[config.mk]
export PLATFORM = sky130hd
export DESIGN_NAME = pcie_capability_regs
export DESIGN_NICKNAME = d
export VERILOG_FILES = /design/src/pcie_cap_pkg.sv /design/src/strap_sync.sv /design/src/pwr_limit_capture.sv /design/src/pcie_capability_regs.sv
export SDC_FILE = /design/constraint.sdc
export NUM_CORES = 1
export LEC_CHECK = 0
export ABC_AREA = 1
export ABC_CLOCK_PERIOD_IN_PS = 2650
export BUFFER_PORTS_ARGS = -buffer_cell sky130_fd_sc_hd__buf_2
export CORE_ASPECT_RATIO = 1.25
export CORE_UTILIZATION = 55
export CTS_CLUSTER_SIZE = 8
export DETAILED_ROUTE_END_ITERATION = 16
export HOLD_SLACK_MARGIN = 0.03
export PLACE_DENSITY = 0.85
export SLEW_MARGIN = 5
export SYNTH_ARGS = -nofsm -noshare
export SYNTH_HDL_FRONTEND = slang
export SYNTH_SLANG_ARGS = --single-unit
export TNS_END_PERCENT = 1
[constraint.sdc]
create_clock -name core_clk -period 2.65 [get_ports core_clk]
set_clock_uncertainty 0.1 [all_clocks]
set_input_delay 0.265 -clock core_clk [delete_from_list [all_inputs] [get_ports core_clk]]
set_output_delay 0.265 -clock core_clk [all_outputs]
set_load 0.05 [all_outputs]
[src/pcie_cap_pkg.sv]
// constants and carrier types for the express capability register bank
`default_nettype none
package pcie_cap_pkg;
	// ************************************************
	// bus geometry and register offsets
	// ************************************************
	localparam int unsigned ADDR_W              = 12;
	localparam int unsigned DATA_W              = 32;
	localparam int unsigned STRB_W              = 4;
	localparam logic [11:0] OFS_CAP_HEADER      = 12'h040;
	localparam logic [11:0] OFS_DEV_CAPS        = 12'h044;
	localparam logic [11:0] OFS_BANK_CONTROL    = 12'h0F0;
	localparam logic [11:0] OFS_BANK_STATUS     = 12'h0F4;

	// ************************************************
	// capability header field positions
	// ************************************************
	localparam int unsigned POS_CAP_ID          = 0;
	localparam int unsigned POS_NEXT_PTR        = 8;
	localparam int unsigned POS_REVISION        = 16;
	localparam int unsigned POS_PORT_TYPE       = 20;
	localparam int unsigned POS_SLOT            = 24;
	localparam int unsigned POS_MSI_NUM         = 25;
	localparam int unsigned POS_TC_ROUTING      = 30;

	// ************************************************
	// device capabilities field positions
	// ************************************************
	localparam int unsigned POS_MAX_PAYLOAD     = 0;
	localparam int unsigned POS_PHANTOM         = 3;
	localparam int unsigned POS_EXT_TAG         = 5;
	localparam int unsigned POS_L0S_LAT         = 6;
	localparam int unsigned POS_L1_LAT          = 9;
	localparam int unsigned POS_ATTN_BUTTON     = 12;
	localparam int unsigned POS_ATTN_IND        = 13;
	localparam int unsigned POS_PWR_IND         = 14;
	localparam int unsigned POS_ROLE_ERR        = 15;
	localparam int unsigned POS_PWR_VALUE       = 18;
	localparam int unsigned POS_PWR_SCALE       = 26;

	// ************************************************
	// bank control and status bit positions
	// ************************************************
	localparam int unsigned POS_CTRL_LOCK       = 0;
	localparam int unsigned POS_STS_UPSTREAM    = 0;
	localparam int unsigned POS_STS_COMPAT      = 1;
	localparam int unsigned POS_STS_LOADED      = 2;
	localparam int unsigned POS_STS_MSG_SEEN    = 3;

	// ************************************************
	// constant field values and values after reset
	// ************************************************
	localparam logic [7:0]  CAP_ID_VALUE        = 8'h10;
	localparam logic [7:0]  RST_NEXT_PTR        = 8'hC0;
	localparam logic [3:0]  RST_REVISION_COMPAT = 4'h1;
	localparam logic [3:0]  RST_REVISION_NATIVE = 4'h2;
	localparam logic [3:0]  TYPE_UPSTREAM       = 4'h5;
	localparam logic [3:0]  TYPE_DOWNSTREAM     = 4'h6;
	localparam logic        RST_SLOT            = 1'h0;
	localparam logic [4:0]  MSI_NUM_VALUE       = 5'h00;
	localparam logic        RST_TC_ROUTING      = 1'h1;
	localparam logic        RST_TC_ROUTING_COMP = 1'h0;
	localparam logic [2:0]  RST_MAX_PAYLOAD     = 3'h1;
	localparam logic [1:0]  PHANTOM_VALUE       = 2'h0;
	localparam logic        RST_EXT_TAG         = 1'h1;
	localparam logic [2:0]  LATENCY_VALUE       = 3'h0;
	localparam logic        PRESENT_VALUE       = 1'h0;
	localparam logic        ROLE_ERR_VALUE      = 1'h1;
	localparam logic        RST_LOCK            = 1'h0;
	localparam logic [7:0]  RST_PWR_VALUE       = 8'h00;
	localparam logic [1:0]  RST_PWR_SCALE       = 2'h0;
	localparam logic [31:0] RST_PRDATA          = 32'h0000_0000;

	// ************************************************
	// carrier types and strap sequencing states
	// ************************************************
	typedef struct packed {
		logic       valid;
		logic [7:0] value;
		logic [1:0] scale;
	} pwr_msg_t;

	typedef struct packed {
		logic [7:0] value;
		logic [1:0] scale;
	} pwr_limit_t;

	typedef enum logic [1:0] {
		STRAP_WAIT1 = 2'b00,
		STRAP_WAIT2 = 2'b01,
		STRAP_LOAD  = 2'b11,
		STRAP_RUN   = 2'b10
	} strap_state_t;
endpackage
`default_nettype wire

[src/strap_sync.sv]
// two flip-flop synchroniser for the port straps
`default_nettype none
module strap_sync (
	input  wire logic       core_clk, // core clock
	input  wire logic       nrst,     // async reset, active low
	input  wire logic [1:0] pinIn,    // raw strap pins
	output logic      [1:0] syncOut   // synchronised straps
);
	logic [1:0] stage1_r;
	logic [1:0] stage1_nxt;
	logic [1:0] stage2_nxt;

	always_comb begin
		stage1_nxt = pinIn;
		stage2_nxt = stage1_r;
	end

	always_ff @(posedge core_clk or negedge nrst) begin
		if (!nrst) begin
			stage1_r <= 2'h0;
			syncOut  <= 2'h0;
		end else begin
			stage1_r <= stage1_nxt;
			syncOut  <= stage2_nxt;
		end
	end
endmodule
`default_nettype wire

[src/pwr_limit_capture.sv]
// holder for the slot power limit taken from received limit messages
`default_nettype none
module pwr_limit_capture (
	input  wire logic                   core_clk, // core clock
	input  wire logic                   nrst,     // async reset, active low
	input  wire logic                   enable,   // capture allowed (upstream port)
	input  wire pcie_cap_pkg::pwr_msg_t msg,      // decoded limit message
	output pcie_cap_pkg::pwr_limit_t    limit_r,  // captured value and scale
	output logic                        seen      // one-cycle pulse on capture
);
	pcie_cap_pkg::pwr_limit_t limit_nxt;

	always_comb begin
		limit_nxt = limit_r;
		seen      = 1'b0;
		if (enable && msg.valid) begin
			limit_nxt.value = msg.value;
			limit_nxt.scale = msg.scale;
			seen            = 1'b1;
		end
	end

	always_ff @(posedge core_clk or negedge nrst) begin
		if (!nrst) begin
			limit_r.value <= pcie_cap_pkg::RST_PWR_VALUE;
			limit_r.scale <= pcie_cap_pkg::RST_PWR_SCALE;
		end else begin
			limit_r <= limit_nxt;
		end
	end
endmodule
`default_nettype wire

[src/pcie_capability_regs.sv]
// express capability header and device capabilities register bank on apb
//
// Contract
// - The header reads the fixed capability identifier 0x10 in bits 7:0.
// - Bits 15:8 hold the next capability offset, 0xC0 after reset, writable while unlocked.
// - Bits 19:16 hold the structure revision, 1 in compatibility mode, writable while unlocked.
// - Bits 23:20 read 0x5 on the upstream port and 0x6 on a downstream port.
// - Bit 24 flags a slot, resets to zero and stays zero on the upstream port.
// - Bits 29:25 of the header always read zero.
// - Bit 30 flags traffic-class routing, 1 after reset or 0 in compatibility mode, writable while unlocked.
// - Device capability bits 2:0 give max payload, 1 (256 bytes) after reset, writable while unlocked.
// - Device capability bits 4:3 always read zero.
// - Bit 5 flags extended tags, 1 after reset, writable while unlocked.
// - The endpoint latency fields in bits 8:6 and 11:9 always read zero.
// - The button and indicator presence bits 12, 13 and 14 always read zero.
// - Bit 15 always reads one for role-based error reporting.
// - Bits 25:18 hold the limit value of the last message on upstream, zero downstream.
// - Bits 27:26 hold the limit scale of the last message on upstream, zero downstream.
`default_nettype none
module pcie_capability_regs (
	input  wire logic                   core_clk,     // core clock, 20 MHz
	input  wire logic                   nrst,         // async reset, active low
	input  wire logic                   psel,         // apb select
	input  wire logic                   penable,      // apb access phase
	input  wire logic                   pwrite,       // apb direction, high for write
	input  wire logic [11:0]            paddr,        // apb byte address
	input  wire logic [31:0]            pwdata,       // apb write data
	input  wire logic [3:0]             pstrb,        // apb write byte strobes
	output logic      [31:0]            prdata,       // apb read data
	output logic                        pready,       // apb transfer done
	output logic                        pslverr,      // apb error for unmapped address
	input  wire logic                   upstreamPin,  // strap: high for upstream port
	input  wire logic                   compatPin,    // strap: high for 1.1 compatibility mode
	input  wire pcie_cap_pkg::pwr_msg_t pwrMsg        // received power limit message
);
	// ************************************************
	// helpers
	// ************************************************
	function automatic logic [31:0] mergeBytes(input logic [31:0] oldVal,
		input logic [31:0] newVal, input logic [3:0] strb);
		logic [31:0] res;
		res = oldVal;
		for (int i = 0; i < 4; i++) begin
			if (strb[i]) begin
				res[i*8 +: 8] = newVal[i*8 +: 8];
			end
		end
		return res;
	endfunction

	// ************************************************
	// declarations
	// ************************************************
	logic [1:0]                 strapSync;
	pcie_cap_pkg::strap_state_t strapState_r;
	pcie_cap_pkg::strap_state_t strapState_nxt;
	logic                       upstream_r;
	logic                       upstream_nxt;
	logic                       compat_r;
	logic                       compat_nxt;
	logic                       loaded_r;
	logic                       loaded_nxt;

	logic [7:0]                 nextPtr_r;
	logic [7:0]                 nextPtr_nxt;
	logic [3:0]                 revision_r;
	logic [3:0]                 revision_nxt;
	logic                       slot_r;
	logic                       slot_nxt;
	logic                       tcRouting_r;
	logic                       tcRouting_nxt;
	logic [2:0]                 maxPayload_r;
	logic [2:0]                 maxPayload_nxt;
	logic                       extTag_r;
	logic                       extTag_nxt;
	logic                       lock_r;
	logic                       lock_nxt;
	logic                       msgSeen_r;
	logic                       msgSeen_nxt;

	logic [31:0]                prdata_nxt;
	logic                       pready_nxt;
	logic                       pslverr_nxt;

	pcie_cap_pkg::pwr_limit_t   pwrLimit;
	logic                       pwrSeen;
	logic [31:0]                headerWord;
	logic [31:0]                devCapsWord;
	logic [31:0]                controlWord;
	logic [31:0]                statusWord;
	logic [31:0]                wordIn;
	logic                       writeTaken;
	logic                       hitHeader;
	logic                       hitDevCaps;
	logic                       hitControl;
	logic                       hitStatus;

	// ************************************************
	// straps and captured power limit
	// ************************************************
	strap_sync u_strap_sync (
		.core_clk (core_clk),
		.nrst     (nrst),
		.pinIn    ({compatPin, upstreamPin}),
		.syncOut  (strapSync)
	);

	pwr_limit_capture u_pwr_limit_capture (
		.core_clk (core_clk),
		.nrst     (nrst),
		.enable   (upstream_r && loaded_r),
		.msg      (pwrMsg),
		.limit_r  (pwrLimit),
		.seen     (pwrSeen)
	);

	// ************************************************
	// read words
	// ************************************************
	always_comb begin
		headerWord = 32'h0000_0000;
		headerWord[pcie_cap_pkg::POS_CAP_ID +: 8]    = pcie_cap_pkg::CAP_ID_VALUE;
		headerWord[pcie_cap_pkg::POS_NEXT_PTR +: 8]  = nextPtr_r;
		headerWord[pcie_cap_pkg::POS_REVISION +: 4]  = revision_r;
		headerWord[pcie_cap_pkg::POS_PORT_TYPE +: 4] = upstream_r ?
			pcie_cap_pkg::TYPE_UPSTREAM : pcie_cap_pkg::TYPE_DOWNSTREAM;
		headerWord[pcie_cap_pkg::POS_SLOT]           = slot_r && !upstream_r;
		headerWord[pcie_cap_pkg::POS_MSI_NUM +: 5]   = pcie_cap_pkg::MSI_NUM_VALUE;
		headerWord[pcie_cap_pkg::POS_TC_ROUTING]     = tcRouting_r;

		devCapsWord = 32'h0000_0000;
		devCapsWord[pcie_cap_pkg::POS_MAX_PAYLOAD +: 3] = maxPayload_r;
		devCapsWord[pcie_cap_pkg::POS_PHANTOM +: 2]     = pcie_cap_pkg::PHANTOM_VALUE;
		devCapsWord[pcie_cap_pkg::POS_EXT_TAG]          = extTag_r;
		devCapsWord[pcie_cap_pkg::POS_L0S_LAT +: 3]     = pcie_cap_pkg::LATENCY_VALUE;
		devCapsWord[pcie_cap_pkg::POS_L1_LAT +: 3]      = pcie_cap_pkg::LATENCY_VALUE;
		devCapsWord[pcie_cap_pkg::POS_ATTN_BUTTON]      = pcie_cap_pkg::PRESENT_VALUE;
		devCapsWord[pcie_cap_pkg::POS_ATTN_IND]         = pcie_cap_pkg::PRESENT_VALUE;
		devCapsWord[pcie_cap_pkg::POS_PWR_IND]          = pcie_cap_pkg::PRESENT_VALUE;
		devCapsWord[pcie_cap_pkg::POS_ROLE_ERR]         = pcie_cap_pkg::ROLE_ERR_VALUE;
		devCapsWord[pcie_cap_pkg::POS_PWR_VALUE +: 8]   = upstream_r ?
			pwrLimit.value : 8'h00;
		devCapsWord[pcie_cap_pkg::POS_PWR_SCALE +: 2]   = upstream_r ?
			pwrLimit.scale : 2'h0;

		controlWord = 32'h0000_0000;
		controlWord[pcie_cap_pkg::POS_CTRL_LOCK] = lock_r;

		statusWord = 32'h0000_0000;
		statusWord[pcie_cap_pkg::POS_STS_UPSTREAM] = upstream_r;
		statusWord[pcie_cap_pkg::POS_STS_COMPAT]   = compat_r;
		statusWord[pcie_cap_pkg::POS_STS_LOADED]   = loaded_r;
		statusWord[pcie_cap_pkg::POS_STS_MSG_SEEN] = msgSeen_r;
	end

	// ************************************************
	// apb slave
	// ************************************************
	always_comb begin
		hitHeader   = (paddr == pcie_cap_pkg::OFS_CAP_HEADER);
		hitDevCaps  = (paddr == pcie_cap_pkg::OFS_DEV_CAPS);
		hitControl  = (paddr == pcie_cap_pkg::OFS_BANK_CONTROL);
		hitStatus   = (paddr == pcie_cap_pkg::OFS_BANK_STATUS);
		// the write lands on the edge where the master sees pready
		writeTaken  = psel && penable && pready && pwrite;
		pready_nxt  = 1'b0;
		pslverr_nxt = 1'b0;
		prdata_nxt  = prdata;
		if (psel && penable && !pready) begin
			pready_nxt  = 1'b1;
			pslverr_nxt = !(hitHeader || hitDevCaps || hitControl || hitStatus);
			if (!pwrite) begin
				if (hitHeader) begin
					prdata_nxt = headerWord;
				end else if (hitDevCaps) begin
					prdata_nxt = devCapsWord;
				end else if (hitControl) begin
					prdata_nxt = controlWord;
				end else if (hitStatus) begin
					prdata_nxt = statusWord;
				end else begin
					prdata_nxt = 32'h0000_0000;
				end
			end
		end
	end

	always_ff @(posedge core_clk or negedge nrst) begin
		if (!nrst) begin
			prdata  <= pcie_cap_pkg::RST_PRDATA;
			pready  <= 1'b0;
			pslverr <= 1'b0;
		end else begin
			prdata  <= prdata_nxt;
			pready  <= pready_nxt;
			pslverr <= pslverr_nxt;
		end
	end

	// ************************************************
	// strap loading and writable fields
	// ************************************************
	always_comb begin
		strapState_nxt = strapState_r;
		upstream_nxt   = upstream_r;
		compat_nxt     = compat_r;
		loaded_nxt     = loaded_r;
		nextPtr_nxt    = nextPtr_r;
		revision_nxt   = revision_r;
		slot_nxt       = slot_r;
		tcRouting_nxt  = tcRouting_r;
		maxPayload_nxt = maxPayload_r;
		extTag_nxt     = extTag_r;
		lock_nxt       = lock_r;
		msgSeen_nxt    = msgSeen_r;
		wordIn         = 32'h0000_0000;

		if (writeTaken && hitHeader && !lock_r) begin
			wordIn        = mergeBytes(headerWord, pwdata, pstrb);
			nextPtr_nxt   = wordIn[pcie_cap_pkg::POS_NEXT_PTR +: 8];
			revision_nxt  = wordIn[pcie_cap_pkg::POS_REVISION +: 4];
			slot_nxt      = wordIn[pcie_cap_pkg::POS_SLOT] && !upstream_r;
			tcRouting_nxt = wordIn[pcie_cap_pkg::POS_TC_ROUTING];
		end else if (writeTaken && hitDevCaps && !lock_r) begin
			wordIn         = mergeBytes(devCapsWord, pwdata, pstrb);
			maxPayload_nxt = wordIn[pcie_cap_pkg::POS_MAX_PAYLOAD +: 3];
			extTag_nxt     = wordIn[pcie_cap_pkg::POS_EXT_TAG];
		end else if (writeTaken && hitControl) begin
			wordIn   = mergeBytes(controlWord, pwdata, pstrb);
			lock_nxt = wordIn[pcie_cap_pkg::POS_CTRL_LOCK];
		end

		// message flag: a capture in the clearing cycle keeps it set
		if (writeTaken && hitStatus && pstrb[0] && pwdata[pcie_cap_pkg::POS_STS_MSG_SEEN]) begin
			msgSeen_nxt = 1'b0;
		end
		if (pwrSeen) begin
			msgSeen_nxt = 1'b1;
		end

		case (strapState_r)
			pcie_cap_pkg::STRAP_WAIT1: begin
				strapState_nxt = pcie_cap_pkg::STRAP_WAIT2;
			end
			pcie_cap_pkg::STRAP_WAIT2: begin
				strapState_nxt = pcie_cap_pkg::STRAP_LOAD;
			end
			pcie_cap_pkg::STRAP_LOAD: begin
				strapState_nxt = pcie_cap_pkg::STRAP_RUN;
				upstream_nxt   = strapSync[0];
				compat_nxt     = strapSync[1];
				loaded_nxt     = 1'b1;
				revision_nxt   = strapSync[1] ? pcie_cap_pkg::RST_REVISION_COMPAT :
					pcie_cap_pkg::RST_REVISION_NATIVE;
				tcRouting_nxt  = strapSync[1] ? pcie_cap_pkg::RST_TC_ROUTING_COMP :
					pcie_cap_pkg::RST_TC_ROUTING;
				slot_nxt       = pcie_cap_pkg::RST_SLOT;
			end
			pcie_cap_pkg::STRAP_RUN: begin
				strapState_nxt = pcie_cap_pkg::STRAP_RUN;
			end
			default: begin
				strapState_nxt = pcie_cap_pkg::STRAP_WAIT1;
			end
		endcase
	end

	always_ff @(posedge core_clk or negedge nrst) begin
		if (!nrst) begin
			strapState_r <= pcie_cap_pkg::STRAP_WAIT1;
			upstream_r   <= 1'b0;
			compat_r     <= 1'b0;
			loaded_r     <= 1'b0;
			nextPtr_r    <= pcie_cap_pkg::RST_NEXT_PTR;
			revision_r   <= pcie_cap_pkg::RST_REVISION_COMPAT;
			slot_r       <= pcie_cap_pkg::RST_SLOT;
			tcRouting_r  <= pcie_cap_pkg::RST_TC_ROUTING;
			maxPayload_r <= pcie_cap_pkg::RST_MAX_PAYLOAD;
			extTag_r     <= pcie_cap_pkg::RST_EXT_TAG;
			lock_r       <= pcie_cap_pkg::RST_LOCK;
			msgSeen_r    <= 1'b0;
		end else begin
			strapState_r <= strapState_nxt;
			upstream_r   <= upstream_nxt;
			compat_r     <= compat_nxt;
			loaded_r     <= loaded_nxt;
			nextPtr_r    <= nextPtr_nxt;
			revision_r   <= revision_nxt;
			slot_r       <= slot_nxt;
			tcRouting_r  <= tcRouting_nxt;
			maxPayload_r <= maxPayload_nxt;
			extTag_r     <= extTag_nxt;
			lock_r       <= lock_nxt;
			msgSeen_r    <= msgSeen_nxt;
		end
	end
endmodule
`default_nettype wire

==> metrics.md <==
| Metric | Value |
|---|---|
| Status | `finished clean` |
| Total Power | `1.97 mW` |
| H-tree levels | `3` |
| Fin. max-slew vios | `0` |
| Final min period | `1960 ps` |
| Post-synth EDFFs | `0` |
| Commonest non-fill, non-tap cell in the layout | `nand2_1` |
| CP Class | `reg -> reg` |
| First-pass GRT wire length | `11500 um` |
| Area delta synth->final | `19.7%` |
| IO Port Bufs | `81` |
| CP endpoint kind | `flop` |
| Final setup violation count | `0` |
| Sequential area share after synthesis | `0.547` |
| Synth cell types | `33` |
| Post-synthesis cell area | `0.00312 mm2` |
| Via density per instance | `5.14` |
| Hold Fails Final Rpt | `0` |
| Setup TNS | `0 ps` |
| Synth warn | `0` |
| First-pass iteration count of the detailed router | `4` |
| Vias in the first global route | `2592` |
| Leakage power | `2.05 nW` |
| Post-synth top area cell | `dfrtp_1` |
| Power Density | `528 mW/mm2` |
| Hold path cells | `3` |
| Beginning of the critical path | `pready$_DFF_PN0_` |
| Post-synthesis xor/xnor area fraction | `0` |
| Startpoint types | `flop` |
| Maxcap violations | `0` |
| Complex-gate fraction of the synthesized area | `0.0525` |
| Final worst-path cycle share | `0.740` |
| Post-DP HPWL | `4820 um` |
| Cell repeated most along the worst path | `nor2_4` |
| Mux cell area share after synthesis | `0.0216` |
| Setup Buffers After CTS | `0` |
| Crit-path max cell delay | `420 ps` |
| Clk root buf | `clkbuf_8` |
| Clock-pin slew on the worst setup and hold paths | `70 ps` |
| CTS buffer count | `9` |
| Main synth FF type | `dfrtp_1` |
| Commonest cells after routing, fill and taps aside | `nand2_1 (108), buf_2 (81), dfrtp_1 (62), inv_1 (29), nand3_1 (26)` |
| Reg2Reg Depth | `7` |
| Row count | `30` |
| WL per Instance | `13.1 um` |
| Largest family of logic cells by synthesized area | `simple AND/OR/NAND/NOR gates` |
| Slew headroom | `0.532` |
| Max Fclk | `510 MHz` |
| Io pins | `100` |
| Worst Path Arrival | `2130 ps` |
| Reg-to-reg startpoint | `pready$_DFF_PN0_` |
| Total die area | `0.00599 mm2` |
| Maximum buffer depth of the clock tree | `2` |
| Latest clock arrival within the worst-skew pair | `340 ps` |
| Post-synth top area share | `0.497` |
| Drt total wl | `6540 um` |
| Mean Syn Cell Area | `9.03 um2` |
| Post-synthesis simple-gate area fraction | `0.306` |
| Slowest cell on crit path | `dfrtp_1` |
| Unrepaired setup endpoints after global routing | `false` |
| Via count | `2575` |
| GR Util All Layers | `0.247` |
| Initial antenna violation count | `0` |
| Adder-Cell Fraction of Synth Area | `0` |
| CTS sink count | `68` |
| Syn Inst Count | `346` |
| Worst endpoint required time | `2820 ps` |
| Crit-path cells | `nor2_4 -> inv_2 -> nor2_4 -> inv_2 -> nor2_4 -> nand2_1 -> nand2_1` |
| Net count reported at finish | `498` |
| Layout cells sized above 1 | `0.323` |
| Core area | `0.00544 mm2` |
| Antenna Cells | `0` |
| Initial DRC count | `264` |
| Total grt overflow | `0` |
| HP Class | `in -> reg` |
| CTS tree | `built` |
| Initial Util | `0.574` |
| Largest cells by area after synthesis | `dfrtp_1 (50%), nand2_1 (13%), dfstp_2 (5.0%), nand3_1 (4.2%), inv_1 (3.5%)` |
| Worst IR drop on VDD | `0.404 mV` |
| Gpl congestion | `0.882` |
| Width of the die | `69.4 um` |
| # DRC | `0` |
| Critical hold path startpoint | `pwdata[14]` |
| FF+latch count, synth | `68` |
| Crit-path max FO | `27` |
| FFs w/ async S/R, synth | `1.00` |
| Worst Max-Slew Pin Slew | `701 ps` |
| Largest net degree at the start of global routing | `38` |
| Die Height | `86.3 um` |
| Antenna Nets Post-Route | `0` |
cells by family (layout without fill, tap and decap cells):
logic type,after synthesis,in the layout
buffers and inverters,49,136
and+or+nand+nor,196,196
other,1,5
DFF,68,68
AOI/OAI and AO/OA,26,26
muxes,6,6
worst max-delay path, delay by kind of cell, from the launching register on:
kind | cells | cell delay [ps]
AND/OR/NAND/NOR | 5 | 990
flip-flops | 1 | 420
buffers and inverters | 2 | 380
where the power goes:
part | switching (mW) | internal [mW]
Combinational | 0.121 | 0.0662
Clock | 0.361 | 0.338
Sequential | 0.0171 | 1.07
Total | 0.499 | 1.48
flip-flops by register name, summed over array words and instances, names as in the netlist:
name,cells
u_strap_sync.syncOut,2
nextPtr_r,8
strapState_r,2
pready,1
maxPayload_r,3
msgSeen_r,1
pslverr,1
lock_r,1
prdata,27
upstream_r,1
slot_r,1
tcRouting_r,1
loaded_r,1
revision_r,4
u_strap_sync.stage1_r,2
extTag_r,1
u_pwr_limit_capture.limit_r,10
compat_r,1
cell type report:
class                           instances  area [um2]
Sequential cell                        68        1710
Fill cell                             452        1700
Multi-Input combinational cell        233        1200
Timing Repair Buffer                   85         455
Clock buffer                           13         139
Inverter                               35         133
Tap cell                               64        80.1
Clock inverter                          3        17.5
Yosys cell counts (5+ instances only):
cell type,n
buf_4,5
dfrtp_1,62
dfstp_2,6
inv_1,29
inv_2,5
mux2_2,6
nand2_1,108
nand3_1,26
nand4_1,15
nor2_1,22
nor2_4,6
o21ai_0,8
o21ai_1,5
o21ai_2,8
worst paths after layout:
| path | to | slack (ps) |
|---|---|---|
| min in group asynchronous | loaded_r$_DFFE_PN0P_ | 420 |
| hold reg to reg | u_strap_sync.syncOut[1]$_DFF_PN0_ | 250 |
| setup reg to reg | prdata[17]$_DFFE_PN0P_ | 690 |
| hold / removal | nextPtr_r[6]$_DFFE_PN1P_ | 50 |
| setup / recovery | prdata[17]$_DFFE_PN0P_ | 690 |
| max in group asynchronous | u_pwr_limit_capture.limit_r[3]$_DFFE_PN0P_ | 1400 |
repair_timing:
item / CTS / global route
gates resized for setup: 0 / 0
endpoints found under the hold margin: 27 / 0
hold buffers: 3 / 0
routing by layer:
layer / share of wire / track usage / vias up
met5: 0 / 0 / -
met4: 0.013 / 0.0909 / 0
met3: 0.046 / 0.0570 / 9
met2: 0.52 / 0.433 / 75
met1: 0.42 / 0.296 / 1213
li1: - / - / 1278
per-stage QoR:
step | std cells | worst slack (ps) | utilization | hold WS, ps | instance area, um2
after detailed placement | 482 | 668 | 0.653 | 245 | 3550
after floorplan | 350 | 882 | - | -131 | 3140
after CTS | 501 | 669 | 0.687 | 42.1 | 3740
final | 501 | 688 | 0.687 | 49.1 | 3740
after global routing | 501 | 497 | 0.687 | 51.6 | 3740
after global placement | 482 | 708 | 0.653 | 232 | 3550
Note: power is estimated with default switching activity, not from simulation.
